[src/core/scr_pkg.sv]
// constants shared by the scaler control/status register bank
package scr_pkg;
  localparam logic [7:0] SCR_GLOBAL_ADDR = 8'h88;
  localparam logic [7:0] SCR_STATUS_ADDR = 8'h8F;
  localparam logic [7:0] SCR_TASK_A_ADDR = 8'h90;
  localparam logic [7:0] SCR_TASK_B_ADDR = 8'hC0;
  localparam logic [7:0] SCR_GLOBAL_RST = 8'h00;
  localparam logic [7:0] SCR_TASK_RST = 8'h00;
  localparam int SCR_SEL_HI = 7;
  localparam int SCR_SEL_LO = 6;
  localparam int SCR_SCALER_SOFT_RESET_N_BIT = 5;
  localparam int SCR_MARK_BIT = 4;
  localparam int SCR_AUDIO_PD_BIT = 3;
  localparam int SCR_SCALER_PD_BIT = 1;
  localparam int SCR_DEC_PD_BIT = 0;
  localparam int SCR_OFID_SEL_BIT = 6;
  localparam int SCR_POL_BIT = 7;
  localparam int SCR_SKIP_HI = 5;
  localparam int SCR_SKIP_LO = 3;
  localparam logic [1:0] SCR_IPE_PIN_LOW = 2'h2;
  localparam logic [1:0] SCR_IPE_PIN_HIGH = 2'h3;
  localparam logic [1:0] SCR_IPE_SW_ON = 2'h1;
  localparam logic [2:0] SCR_SKIP_ZERO = 3'h0;
  localparam logic [8:0] SCR_ADC_ZERO = 9'h000;
endpackage : scr_pkg

[src/core/scr_regs.sv]
// scaler control/status register bank: global byte, status, task sets
`timescale 1ns/1ps
`default_nettype none
module scr_regs
  import scr_pkg::*;
(
  input wire logic CLOCK,
  input wire logic RST_N,
  input wire logic WR_EN,
  input wire logic RD_EN,
  input wire logic [7:0] ADDR,
  input wire logic [7:0] WR_DATA,
  output logic [7:0] RD_DATA,
  input wire logic [8:0] ADC_CH1,
  input wire logic [8:0] ADC_CH2,
  input wire logic [8:0] ADC_CH3,
  input wire logic [8:0] ADC_CH4,
  output logic [8:0] ADC_TEST_PORT,
  input wire logic XPORT_TRISTATE_PIN,
  input wire logic IPORT_TRISTATE_PIN,
  input wire logic [1:0] IPORT_ENABLE_MODE,
  input wire logic SCALER_SRC_XPORT,
  input wire logic IMAGE_PORT_CLOCK_SRC_XPORT,
  input wire logic FIFO_ALMOST_FILLED,
  input wire logic FIFO_OVERFLOW,
  input wire logic RATE_CONFLICT,
  input wire logic INPUT_FIELD_ID,
  input wire logic FIELD_START,
  input wire logic TASK_A_SELECT,
  input wire logic TASK_B_SELECT,
  input wire logic TASK_B_ACTIVE,
  output logic SCALER_RUN,
  output logic DECODER_POWER_DOWN,
  output logic SCALER_POWER_DOWN,
  output logic AUDIO_CLOCK_ENABLE,
  output logic IMAGE_PORT_ENABLE,
  output logic OUTPUT_FIELD_ID,
  output logic SAV_EAV_D7,
  output logic TASK_A_FIRE,
  output logic TASK_B_FIRE
);
  // ************************************************
  // state
  // ************************************************
  typedef struct packed {
    logic [7:0] global_ctrl;
    logic [7:0] rd_data;
    logic [8:0] adc_out;
    logic [1:0] xport_tristate_pin_flag_sync;
    logic [1:0] iport_tristate_pin_flag_sync;
    logic [1:0] fidi_sync;
    logic [1:0] fstart_sync;
    logic fstart_d;
    logic [1:0] fifo_almost_filled_flag_sync;
    logic [1:0] fifo_overflow_flag_sync;
    logic [1:0] conf_sync;
    logic err_flag;
    logic run;
    logic dec_pd;
    logic scl_pd;
    logic aud_en;
    logic img_en;
    logic ofid;
    logic sav_d7;
    logic fire_a;
    logic fire_b;
  } scr_state_type;

  scr_state_type st_r;
  scr_state_type st_nxt;

  logic [7:0] task_a_byte;
  logic [7:0] task_b_byte;
  logic fid_a;
  logic fid_b;
  logic d7_a;
  logic d7_b;
  logic fire_a;
  logic fire_b;
  logic field_pulse;
  logic scaler_alive;
  logic wr_a;
  logic wr_b;

  // ************************************************
  // derived control
  // ************************************************
  // scaler survives decoder power-down only when fed and clocked by x-port
  assign scaler_alive = st_r.global_ctrl[SCR_SCALER_SOFT_RESET_N_BIT] &&
                        !st_r.global_ctrl[SCR_SCALER_PD_BIT] &&
                        (!st_r.global_ctrl[SCR_DEC_PD_BIT] ||
                         (SCALER_SRC_XPORT && IMAGE_PORT_CLOCK_SRC_XPORT));
  assign field_pulse = st_r.fstart_sync[1] && !st_r.fstart_d;
  assign wr_a = WR_EN && (ADDR == SCR_TASK_A_ADDR);
  assign wr_b = WR_EN && (ADDR == SCR_TASK_B_ADDR);

  scr_task_ctrl u_task_a (
    .clock(CLOCK),
    .rst_n(RST_N),
    .run(st_r.run),
    .wr_en(wr_a),
    .wr_data(WR_DATA),
    .field_start(field_pulse),
    .task_select(TASK_A_SELECT),
    .input_fid(st_r.fidi_sync[1]),
    .ctrl_byte(task_a_byte),
    .task_fire(fire_a),
    .output_fid(fid_a),
    .sav_d7(d7_a)
  );

  scr_task_ctrl u_task_b (
    .clock(CLOCK),
    .rst_n(RST_N),
    .run(st_r.run),
    .wr_en(wr_b),
    .wr_data(WR_DATA),
    .field_start(field_pulse),
    .task_select(TASK_B_SELECT),
    .input_fid(st_r.fidi_sync[1]),
    .ctrl_byte(task_b_byte),
    .task_fire(fire_b),
    .output_fid(fid_b),
    .sav_d7(d7_b)
  );

  // ************************************************
  // next state
  // ************************************************
  always_comb begin
    st_nxt = st_r;
    // pins from outside the clock domain pass two flops
    st_nxt.xport_tristate_pin_flag_sync = {st_r.xport_tristate_pin_flag_sync[0], XPORT_TRISTATE_PIN};
    st_nxt.iport_tristate_pin_flag_sync = {st_r.iport_tristate_pin_flag_sync[0], IPORT_TRISTATE_PIN};
    st_nxt.fidi_sync = {st_r.fidi_sync[0], INPUT_FIELD_ID};
    st_nxt.fstart_sync = {st_r.fstart_sync[0], FIELD_START};
    st_nxt.fstart_d = st_r.fstart_sync[1];
    st_nxt.fifo_almost_filled_flag_sync = {st_r.fifo_almost_filled_flag_sync[0], FIFO_ALMOST_FILLED};
    st_nxt.fifo_overflow_flag_sync = {st_r.fifo_overflow_flag_sync[0], FIFO_OVERFLOW};
    st_nxt.conf_sync = {st_r.conf_sync[0], RATE_CONFLICT};
    if (WR_EN && (ADDR == SCR_GLOBAL_ADDR)) begin
      st_nxt.global_ctrl = WR_DATA;
    end
    // writes to the status address fall through untouched
    // formatter error follows the live conflict condition
    st_nxt.err_flag = st_r.conf_sync[1] && scaler_alive;
    st_nxt.run = scaler_alive;
    st_nxt.dec_pd = st_r.global_ctrl[SCR_DEC_PD_BIT];
    st_nxt.scl_pd = st_r.global_ctrl[SCR_SCALER_PD_BIT];
    st_nxt.aud_en = !st_r.global_ctrl[SCR_AUDIO_PD_BIT];
    unique case (st_r.global_ctrl[SCR_SEL_HI:SCR_SEL_LO])
      2'h0: st_nxt.adc_out = ADC_CH1;
      2'h1: st_nxt.adc_out = ADC_CH2;
      2'h2: st_nxt.adc_out = ADC_CH3;
      2'h3: st_nxt.adc_out = ADC_CH4;
    endcase
    // image port: stopped with the scaler, then per enable mode
    unique case (IPORT_ENABLE_MODE)
      SCR_IPE_PIN_LOW: st_nxt.img_en = scaler_alive &&
                                       !st_r.iport_tristate_pin_flag_sync[1];
      SCR_IPE_PIN_HIGH: st_nxt.img_en = scaler_alive &&
                                        st_r.iport_tristate_pin_flag_sync[1];
      SCR_IPE_SW_ON: st_nxt.img_en = scaler_alive;
      default: st_nxt.img_en = 1'b0;
    endcase
    st_nxt.ofid = TASK_B_ACTIVE ? fid_b : fid_a;
    st_nxt.sav_d7 = TASK_B_ACTIVE ? d7_b : d7_a;
    st_nxt.fire_a = fire_a;
    st_nxt.fire_b = fire_b;
    // read data sampled the cycle of the read: live flags
    st_nxt.rd_data = 8'h00;
    if (RD_EN) begin
      unique case (ADDR)
        SCR_GLOBAL_ADDR: st_nxt.rd_data = st_r.global_ctrl;
        SCR_STATUS_ADDR: st_nxt.rd_data = {st_r.xport_tristate_pin_flag_sync[1],
                                           st_r.iport_tristate_pin_flag_sync[1],
                                           st_r.fifo_almost_filled_flag_sync[1],
                                           st_r.fifo_overflow_flag_sync[1],
                                           st_r.global_ctrl[SCR_MARK_BIT],
                                           st_r.err_flag,
                                           st_r.fidi_sync[1],
                                           st_r.ofid};
        SCR_TASK_A_ADDR: st_nxt.rd_data = task_a_byte;
        SCR_TASK_B_ADDR: st_nxt.rd_data = task_b_byte;
        default: st_nxt.rd_data = 8'h00;
      endcase
    end
    if (!RST_N) begin
      st_nxt = '0;
      st_nxt.global_ctrl = SCR_GLOBAL_RST;
      st_nxt.adc_out = SCR_ADC_ZERO;
      st_nxt.aud_en = 1'b1;
      st_nxt.sav_d7 = 1'b1;
    end
  end

  always_ff @(posedge CLOCK) begin
    st_r <= st_nxt;
  end

  // ************************************************
  // outputs, each from a flop
  // ************************************************
  assign RD_DATA = st_r.rd_data;
  assign ADC_TEST_PORT = st_r.adc_out;
  assign SCALER_RUN = st_r.run;
  assign DECODER_POWER_DOWN = st_r.dec_pd;
  assign SCALER_POWER_DOWN = st_r.scl_pd;
  assign AUDIO_CLOCK_ENABLE = st_r.aud_en;
  assign IMAGE_PORT_ENABLE = st_r.img_en;
  assign OUTPUT_FIELD_ID = st_r.ofid;
  assign SAV_EAV_D7 = st_r.sav_d7;
  assign TASK_A_FIRE = st_r.fire_a;
  assign TASK_B_FIRE = st_r.fire_b;
endmodule : scr_regs
`default_nettype wire

[src/core/scr_task_ctrl.sv]
// one task register set: control byte, field skipping, task flag
`timescale 1ns/1ps
`default_nettype none
module scr_task_ctrl
  import scr_pkg::*;
(
  input wire logic clock,
  input wire logic rst_n,
  input wire logic run,
  input wire logic wr_en,
  input wire logic [7:0] wr_data,
  input wire logic field_start,
  input wire logic task_select,
  input wire logic input_fid,
  output logic [7:0] ctrl_byte,
  output logic task_fire,
  output logic output_fid,
  output logic sav_d7
);
  typedef struct packed {
    logic [7:0] ctrl;
    logic [2:0] skip_cnt;
    logic flag;
    logic armed;
    logic fire;
  } scr_task_state_type;

  scr_task_state_type st_r;
  scr_task_state_type st_nxt;

  always_comb begin
    st_nxt = st_r;
    st_nxt.fire = 1'b0;
    if (wr_en) begin
      st_nxt.ctrl = wr_data;
    end
    if (!run) begin
      // idle scaler: drop any pending activation, flag keeps its value
      st_nxt.armed = 1'b0;
      st_nxt.skip_cnt = SCR_SKIP_ZERO;
    end else if (task_select && !st_r.armed) begin
      st_nxt.armed = 1'b1;
      st_nxt.skip_cnt = st_r.ctrl[SCR_SKIP_HI:SCR_SKIP_LO];
    end else if (st_r.armed && field_start) begin
      if (st_r.skip_cnt == SCR_SKIP_ZERO) begin
        st_nxt.armed = 1'b0;
        st_nxt.fire = 1'b1;
        st_nxt.flag = ~st_r.flag;
      end else begin
        st_nxt.skip_cnt = st_r.skip_cnt - 3'h1;
      end
    end
    if (!rst_n) begin
      st_nxt = '0;
      st_nxt.ctrl = SCR_TASK_RST;
    end
  end

  always_ff @(posedge clock) begin
    st_r <= st_nxt;
  end

  // task flag level: polarity bit zero means flag reads one at rest
  logic flag_level;
  assign flag_level = st_r.flag ^ ~st_r.ctrl[SCR_POL_BIT];
  assign ctrl_byte = st_r.ctrl;
  assign task_fire = st_r.fire;
  assign sav_d7 = ~st_r.ctrl[SCR_POL_BIT];
  assign output_fid = st_r.ctrl[SCR_OFID_SEL_BIT] ? flag_level
                                                  : input_fid;
endmodule : scr_task_ctrl
`default_nettype wire

[config.mk]
export PLATFORM = sky130hd
export DESIGN_NAME = scr_regs
export DESIGN_NICKNAME = d
export VERILOG_FILES = /design/src/core/scr_pkg.sv /design/src/core/scr_regs.sv /design/src/core/scr_task_ctrl.sv
export SDC_FILE = /design/constraint.sdc
export NUM_CORES = 1
export LEC_CHECK = 0
export ABC_AREA = 1
export BUFFER_PORTS_ARGS = -buffer_cell sky130_fd_sc_hd__buf_2
export CORE_AREA = 2 2 85 87
export CTS_CLUSTER_SIZE = 30
export DETAILED_ROUTE_END_ITERATION = 10
export DIE_AREA = 0 0 87 89
export PLACE_DENSITY_LB_ADDON = 0.25
export SETUP_SLACK_MARGIN = 0.15
export SKIP_CTS_REPAIR_TIMING = 1
export SYNTH_ARGS = -nofsm -noshare
export SYNTH_HDL_FRONTEND = slang
export SYNTH_SLANG_ARGS = --single-unit
[constraint.sdc]
create_clock -name CLOCK -period 1.2 [get_ports CLOCK]
set_input_delay 0.06 -clock CLOCK [delete_from_list [all_inputs] [get_ports CLOCK]]
set_output_delay 0.06 -clock CLOCK [all_outputs]
set_load 0.01 [all_outputs]
* After elaboration in Yosys (flattened, before gate mapping)
Cells that the tools add are included.
Widths: inputs -> output; s select.
** Word-level totals
- Bits in registers :: 78
- Bits of input ports :: 70
- Output and inout bits :: 26
- Word-level logic and storage cells :: 113
** Cells by class
- Add/sub/neg operators :: 2
- Eq/ne operators :: 12
- Mux-type cells :: 17
- Bitwise gates (word level) :: 12
- Reductions and logical operators :: 39
** Operators with widths (number)
- $pmux 9 s4 :: 1
- $eq 8x8->1 const B :: 4
- $pmux 8 s4 :: 1
- $mux 3 :: 6
- $logic_and 1x1->1 :: 14
- $mux 6 :: 2
- $reduce_and 2->1 :: 6
- $not 1->1 :: 10
- $eq 2x2->1 const B :: 4
- $reduce_and 4->1 :: 2
- $reduce_bool 2->1 :: 4
- $reduce_or 4->1 :: 2
- $logic_not 1->1 :: 7
- $logic_not 3->1 :: 2
- $mux 1 :: 6
- $sub 3x1->3 const B :: 2
- $eq 2x1->1 const B :: 2
- $ne 2x1->1 const B :: 2
- $pmux 1 s3 :: 1
- $logic_not 2->1 :: 1
- $xor 1x1->1 :: 2
- $logic_or 1x1->1 :: 1

* Longest topological paths before layout
Gate-level depths: netlist (run 1).
- Word-level depth :: 5
- Gate-level depth with buffers :: 9
- Gate-level depth less buffers :: 9

* Modules after synthesis
A second synthesis (run 1) with hierarchy kept.
** Unflattened totals
- Cells, all modules :: 504
- Area, all modules :: 3595.9 um^2
** By module, submodules not included
- scr_regs :: times used 1, cells each 314, area an instance 2254.7 um^2, seq. area each 1001.0 um^2
- scr_task_ctrl :: times used 2, cells each 95, area an instance 670.6 um^2, seq. area each 280.3 um^2

* Worst setup path before layout (run 1)
OpenSTA, ideal clock, no wires.
- Path type :: reg-to-reg
- From :: register u_task_b.st_r[3] (netlist bit)
- To :: register u_task_b.st_r[2] (netlist bit)
- Setup time :: 0.132 ns
- Arrival time :: 0.988 ns
- Data required time :: 1.068 ns
- Setup slack :: 0.080 ns
- Stages on the path, launching flop included :: 10
- Buffers on the path :: 0
- Clock period less this slack :: 1.120 ns
- Cells stage by stage :: dfxtp_1 > inv_1 > ha_1 > inv_1 > nor2_1 > nand2_1 > nor2_1 > nand2_1 > nand2_1 > a21oi_1
** Between the ends
- Cells in the longest elaborated chain, start to end :: 2
** RTL lines
- start: declaration :: line scr_task_ctrl.sv:28 : scr_task_state_type st_r;
- start signal: assignment :: line scr_task_ctrl.sv:60 : st_r <= st_nxt;
- $logic_not 3->1 :: line scr_task_ctrl.sv:45 : if (st_r.skip_cnt == SCR_SKIP_ZERO) begin
- $reduce_and 4->1 (no source line)
Every way passes these cells.
A chain may end at the register's enable or synchronous reset.

* Worst setup path after layout (run 1)
- From :: register u_task_b.st_r[4] (netlist bit)
- To :: register u_task_b.st_r[2] (netlist bit)
Same word-level chain as after synthesis.

==> key figures, run 1 <==
Power
  – Lkg Pwr: 2.28 nW
  – Sequential power share: 0.500
  – P_int: 4.03 mW
  – Pwr Density: 1120 nW/µm²
  – Pwr Total: 5.29 mW
  – Net switching share of the total power: 0.238
  – Clock Power Share: 0.417
  – NetSw: 1.26 mW
  – VDD IR max: 1.03 mV
  – Logic pwr share: 0.083

Yosys
  – Syn. warnings: 0
  – Synth top area cells: dfxtp_1, nand2_1, nor2_1
  – Top-area cell type share of the netlist area: 0.447
  – Syn avg cell area: 7.09 µm²
  – Synthesized flop and latch total: 78
  – Syn nets: 567
  – Synth unique cells: 31
  – Synthesized area: 3490 µm²
  – Seq/Total Area, Yosys: 0.447
  – Largest area contributor in the netlist: dfxtp_1
  – Mapped Cells: 493

Timing
  – Min Tclk post-route: 1.25 ns
  – Final Hold Viols: 4
  – Worst Tran Pin Value: 0.393 ns
  – Setup TNS: -0.0721 ns
  – Skew final: 0.00629 ns
  – Final slew viol count: 0
  – Setup Viol. Count Final: 2
  – Slew HR: 0.737
  – Final period util: 1.04
  – Worst setup margin: -0.0463 ns
  – RSZ-0062 raised after global routing: true
  – Worst hold margin: -0.0156 ns
  – F_max: 0.802 GHz

Finish
  – ANT cells: 0
  – Design area: 4710 µm²
  – P&R area growth vs syn: 34.9%
  – Core Util, Final: 0.701
  – Number of fill cells: 534
  – Cell Count, Final, Fillers Out: 698
  – Final Net Count: 687
  – Layout cells sized above 1: 0.303

Global routing
  – First-pass GRT wire length: 13,300 µm
  – Total track usage: 0.222
  – Largest net degree at the start of global routing: 16
  – Vias in the first global route: 3,009
  – Grt total ovfl: 0
  – Number of antenna violations at the first check in global routing: 0

Setup path
  – Setup crit end kind: flip-flop
  – Crit path DAT: 1.50 ns
  – R2r endpoint: u_task_b.st_r[2]$_SDFFE_PN0P_
  – Crit path required time: 1.45 ns
  – CP startpoint kind: flip-flop
  – Crit Path Class: reg -> reg
  – Crit Path Max Fanout: 3
  – Reg2Reg Launch Point: u_task_b.st_r[4]$_SDFFE_PN0P_
  – Flop-to-flop setup slack: -0.05 ns
  – R2R depth: 9

Detailed routing
  – Wire per inst: 13.7 µm
  – Routed vias/inst: 5.09
  – Via Count: 3,555
  – Final antenna-violating net count: 0
  – DRT Pass-1 Iters: 4
  – DRT iter0 DRCs: 223
  – DRC Markers: 0
  – Final wirelength: 9600 µm

Floorplan
  – Die Y: 89 µm
  – CORE AREA: 6720 µm²
  – Die width: 87 µm
  – Site row count: 30
  – Die area: 7740 µm²
  – Starting Density: 0.520
  – IO Pins: 96

Clocking
  – Clock Pin Slew Worst Setup and Hold Paths: 0.08 ns
  – Root Driver: clkbuf_8
  – H-tree Lvls: 3
  – Cts bufs inserted: 9
  – CTS tree: done
  – Worst skew pair latency: 0.36 ns
  – CTS Sinks: 78
  – Clk buf depth: 2

Place
  – Area after DPL: 3990 µm²
  – Hpwl dp: 6250 µm
  – Routability-driven placement congestion ratio: 0.831
  – DP Cell Count: 651
  – Pre-CTS setup slack: -0.0120 ns
  – Buffers on Ports: 95

Hold path
  – HP Start: ADC_CH4[5]
  – Hold/Removal Path Class: in -> reg
  – Hold worst-path end: ADC_TEST_PORT[5]$_SDFF_PN0_
  – Worst hold path depth: 3

Run
  – MaxCap Viol Count: 0

Status
  – Failing checks: hold timing, setup timing
  – Status: finished, violations left
-- metal layers --
metal / wire length [µm] / up-vias / share of wire / track usage
met5: 0 / - / 0 / 0
met4: 131 / 0 / 0.014 / 0.101
met3: 598 / 14 / 0.062 / 0.0443
met2: 4990 / 141 / 0.52 / 0.380
met1: 3880 / 1625 / 0.40 / 0.269
li1: - / 1775 / - / -
-- worst max path at each step --
stage,startpoint,endpoint,cells after the start
floorplan,u_task_b.st_r[3]$_SDFFE_PN0P_,u_task_b.st_r[2]$_SDFFE_PN0P_,9
global placement,u_task_b.st_r[3]$_SDFFE_PN0P_,u_task_b.st_r[2]$_SDFFE_PN0P_,9
detailed placement,u_task_b.st_r[3]$_SDFFE_PN0P_,u_task_b.st_r[2]$_SDFFE_PN0P_,9
CTS,u_task_b.st_r[3]$_SDFFE_PN0P_,u_task_b.st_r[2]$_SDFFE_PN0P_,9
global route,st_r[16]$_SDFF_PN0_,u_task_b.st_r[5]$_SDFFE_PN0P_,7
finish,u_task_b.st_r[4]$_SDFFE_PN0P_,u_task_b.st_r[2]$_SDFFE_PN0P_,9
-- placed cells by master, fill, tap and decap left out, types with 3 or more instances in the layout --
cell type	instances
a21oi_2	3
nand2_1	129
nor2_4	6
nand3_1	34
buf_4	15
nand4_1	4
a21oi_1	22
dfxtp_2	7
nor2_2	6
o21ai_0	26
nor2_1	52
inv_4	4
clkinvlp_4	3
inv_1	44
ha_4	4
dfxtp_1	70
dlygate4sd3_1	27
nand2_2	7
inv_2	5
a31oi_1	9
nand2_4	6
clkbuf_8	9
o21ai_1	7
buf_2	95
-- cells by family (layout without fill, tap and decap cells) --
kind of cell / Yosys count / in the layout / share of synthesized area
compound gates: 71 / 71 / 0.106
buf+inv: 87 / 212 / 0.118
simple gates: 250 / 250 / 0.307
xor+xnor: 3 / 3 / 0.00752
fa+ha+maj: 4 / 4 / 0.0143
flops: 78 / 78 / 0.447
-- final cells by class --
class	count	area, µm²	share of cell area
clock buffer	10	128	0.0271
tap	80	100	0.0212
sequential	78	1570	0.334
multi-input combinational	328	1690	0.358
inverter	56	229	0.0486
timing repair buffer	140	901	0.191
clock inverter	6	92.6	0.0196
-- flip-flops by register name, indices dropped and copies added (netlist names), 5 cells and up --
signal	cells
ADC_TEST_PORT	9
RD_DATA	8
st_r	24
u_task_a.ctrl_byte	8
u_task_a.st_r	5
u_task_b.ctrl_byte	8
u_task_b.st_r	5
-- Yosys cell counts --
master	count
nand2_1	139
dfxtp_1	78
nor2_1	59
inv_1	52
nand3_1	34
o21ai_0	34
a21oi_1	25
buf_4	18
a31oi_1	9
clkbuf_1	8
buf_2	4
ha_1	4
nand4_1	4
nor2_2	4
clkinv_1	2
nand2_4	2
nor2_8	2
xor2_1	2
a211oi_1	1
buf_6	1
clkinv_4	1
inv_2	1
nand2_2	1
nand3_2	1
nand3b_1	1
nor2_4	1
nor3_1	1
o211ai_1	1
o21ai_1	1
or2_2	1
xnor2_1	1
-- worst max-delay path: stages (launching register included) --
cell and delay, ns:
dfxtp_2 0.34, inv_4 0.07, ha_4 0.13, inv_2 0.04, nor2_4 0.11, nand2_2 0.09
nor2_2 0.15, nand2_1 0.08, nand2_1 0.08, a21oi_2 0.05
-- power by group through the flow --
stage	registers (mW)	clock network [mW]	logic [mW]
2_1_floorplan	2.70	0	0.169
3_3_place_gp	2.70	0	0.343
4_1_cts	2.65	2.22	0.350
5_1_grt	2.65	2.34	0.480
6_report	2.64	2.20	0.441
3_5_place_dp	2.71	0	0.348
Note: power is estimated with default switching activity, not from simulation.
==> run 2, diff against run 1 <==
- CORE_AREA: 2 2 85 87 -> 2 2 84 86
- CTS_BUF_LIST: not set -> sky130_fd_sc_hd__clkbuf_4 sky130_fd_sc_hd__clkbuf_8
- DIE_AREA: 0 0 87 89 -> 0 0 86 88
==> run 2 against run 1 <==
Net effect:
- the run still ends with hold timing, setup timing left
- clock skew rose by 0.0043 ns
- worst setup slack improved by 0.042 ns
- via count decreased by 2.4%
- clock power up 10%
- wire length decreased by 6.5%
- combinational power decreased by 7.3%
- sequential power about the same
- critical endpoint is now u_task_b.st_r[5]$_SDFFE_PN0P_
- largest cell class unchanged
==> key figures, run 2 (same netlist as run 1, synthesis figures left out) <==
Timing
  – Setup Viol. Count Final: 2 (unchanged)
  – Final period util: 1.00 (-0.0351)
  – Slew HR: 0.761 (+0.0239)
  – Worst setup margin: -0.00418 ns (+0.0421 ns)
  – Final slew viol count: 0 (unchanged)
  – Worst hold margin: -0.0303 ns (-0.0147 ns)
  – RSZ-0062 raised after global routing: true
  – Final Hold Viols: 7 (+3)
  – Worst Tran Pin Value: 0.357 ns (-0.0363 ns)
  – F_max: 0.830 GHz (+3.5%)
  – Min Tclk post-route: 1.20 ns (-0.0421 ns)
  – Skew final: 0.0106 ns (+0.00431 ns)

Power
  – VDD IR max: 0.848 mV (-17%)
  – Clock Power Share: 0.443 (+0.026)
  – Net switching share of the total power: 0.217 (-0.0211)
  – Logic pwr share: 0.075 (-0.008)
  – P_int: 4.29 mW (+6.4%)
  – NetSw: 1.19 mW (-5.7%)
  – Pwr Density: 1200 nW/µm² (+6.5%)
  – Lkg Pwr: 2.24 nW (-2.1%)
  – Pwr Total: 5.47 mW (+3.5%)
  – Sequential power share: 0.482 (-0.018)

Place
  – Hpwl dp: 6330 µm (+1.3%)
  – DP Cell Count: 648 (-0.46%)
  – Routability-driven placement congestion ratio: 0.910 (+9.4%)
  – Buffers on Ports: 95 (unchanged)

Floorplan
  – CORE AREA: 6640 µm² (-1.1%)
  – Die Y: 88 µm (-1.1%)
  – Die width: 86 µm (-1.1%)
  – Die area: 7570 µm² (-2.3%)
  – IO Pins: 96 (unchanged)
  – Starting Density: 0.526 (+0.00587)
  – Site row count: 30 (unchanged)

Setup path
  – Worst path most repeated cell: nand2_1
  – Crit Path Max Fanout: 3 (unchanged)
  – Cell breakdown of the critical path: inv_2 > buf_4 > ha_2 > xor2_1 > nand2_1 > nand2_1 > nand2_1 > a21oi_1
  – Crit Path Class: reg -> reg
  – CP startpoint kind: flip-flop
  – Crit path DAT: 1.48 ns (-0.02 ns)
  – Crit path required time: 1.48 ns (+0.03 ns)
  – CP delay by family, top: flip-flops
  – Setup crit end kind: flip-flop
  – Flop-to-flop setup slack: -0.004 ns (+0.04 ns)
  – Max stage delay cell, worst path: dfxtp_2
  – Max stage delay on crit path: 0.35 ns (about the same)
  – Crit path buffers/inverters: 2 (unchanged)

Finish
  – Sequential standard cell area: 1570 µm² (about the same)
  – Final Net Count: 676 (-1.6%)
  – Most frequent cells in the layout: nand2_1, buf_2, dfxtp_1
  – P&R area growth vs syn: 31.1%
  – Layout cells sized above 1: 0.282 (-0.0209)
  – Most common cell after layout, fill and taps aside: nand2_1
  – Cell Count, Final, Fillers Out: 687 (-1.6%)
  – Max reg flops: 24 (unchanged)
  – Multi-input logic area: 1620 µm² (-3.9%)
  – ANT cells: 0 (unchanged)
  – Core Util, Final: 0.689 (-0.0122)
  – Number of fill cells: 545 (+2.1%)
  – Largest reg by FF count: st_r

Clocking
  – Clock Pin Slew Worst Setup and Hold Paths: 0.08 ns (about the same)
  – Root Driver: clkbuf_8
  – CTS Sinks: 78 (unchanged)
  – H-tree Lvls: 3 (unchanged)
  – CTS tree: done
  – Worst skew pair latency: 0.35 ns (about the same)
  – Clk buf depth: 2 (unchanged)
  – Cts bufs inserted: 9 (unchanged)

Detailed routing
  – Via Count: 3,471 (-2.4%)
  – Final wirelength: 8970 µm (-6.5%)
  – Wire per inst: 13.1 µm (-5.0%)
  – DRT iter0 DRCs: 262 (+17%)
  – DRT Pass-1 Iters: 5 (+1)
  – Routed vias/inst: 5.05 (-0.80%)
  – Final antenna-violating net count: 0 (unchanged)
  – DRC Markers: 0 (unchanged)

Status
  – Status: finished, violations left
  – Failing checks: hold timing, setup timing

Run
  – MaxCap Viol Count: 0 (unchanged)

Global routing
  – Number of antenna violations at the first check in global routing: 0 (unchanged)
  – Grt total ovfl: 0 (unchanged)
  – Total track usage: 0.233 (+0.0110)
  – Largest net degree at the start of global routing: 23 (+7)
  – Vias in the first global route: 2,991 (-0.60%)
  – First-pass GRT wire length: 13,700 µm (+3.1%)

Hold path
  – Hold/Removal Path Class: in -> reg
run 2: changes by cell type in the layout (fill, tap and decap cells not counted), moves of 3 or more:
cell | previous run | this run
ha_4 | 4 | 1
dlygate4sd3_1 | 27 | 21
buf_4 | 15 | 11
inv_1 | 44 | 47
o21ai_1 | 7 | 3
o21ai_0 | 26 | 32
dfxtp_2 | 7 | 3
dfxtp_1 | 70 | 73
run 2: final timing paths:
check / from / endpoint / cells after the start
max: u_task_b.st_r[3]$_SDFFE_PN0P_ / u_task_b.st_r[5]$_SDFFE_PN0P_ / 8
min: ADC_CH2[4] / ADC_TEST_PORT[4]$_SDFF_PN0_ / 3
max reg2reg: u_task_b.st_r[3]$_SDFFE_PN0P_ / u_task_b.st_r[5]$_SDFFE_PN0P_ / 8
min reg2reg: st_r[11]$_SDFF_PN0_ / st_r[9]$_SDFF_PN0_ / 2
run 2: stage by stage:
stage	TNS, ns	instance area, µm²	worst slack (ns)
after floorplan	0	3490	0.0797
after detailed placement	-0.0557	3980	-0.0557
final	-0.00615	4580	-0.00418
after CTS	-0.0773	4230	-0.0670
after global placement	0	3980	0.0437
after global routing	-0.224	4580	-0.0741
run 2: worst reg2reg max path: cells and delay by family (launching register included):
kind | cells | cell delay [ns]
AND/OR/NAND/NOR | 3 | 0.19
XOR/XNOR | 1 | 0.13
buffers and inverters | 2 | 0.17
AO/OA/AOI/OAI | 1 | 0.11
adder cells (fa/ha/maj) | 1 | 0.18
flip-flops | 1 | 0.35
run 2: final cells by class:
| class | count | share of cell area |
|---|---|---|
| timing repair buffer | 129 | 0.177 |
| inverter | 56 | 0.0489 |
| tap | 80 | 0.0219 |
| clock buffer | 11 | 0.0317 |
| clock inverter | 5 | 0.0232 |
| sequential | 78 | 0.343 |
| multi-input combinational | 328 | 0.354 |
run 2: power groups by stage:
| stage | logic [mW] | registers [mW] | clock network (mW) |
|---|---|---|---|
| 2_1_floorplan | 0.169 | 2.70 | 0 |
| 6_report | 0.409 | 2.64 | 2.43 |
| 5_1_grt | 0.453 | 2.64 | 2.58 |
| 4_1_cts | 0.346 | 2.64 | 2.44 |
| 3_5_place_dp | 0.344 | 2.70 | 0 |
| 3_3_place_gp | 0.338 | 2.70 | 0 |
run 2: layer usage:
metal / routed length [µm] / share of wire / GRT usage
met5: 0 / 0 / 0
met4: 168 / 0.019 / 0.0909
met3: 598 / 0.067 / 0.0434
met2: 4260 / 0.48 / 0.377
met1: 3940 / 0.44 / 0.309
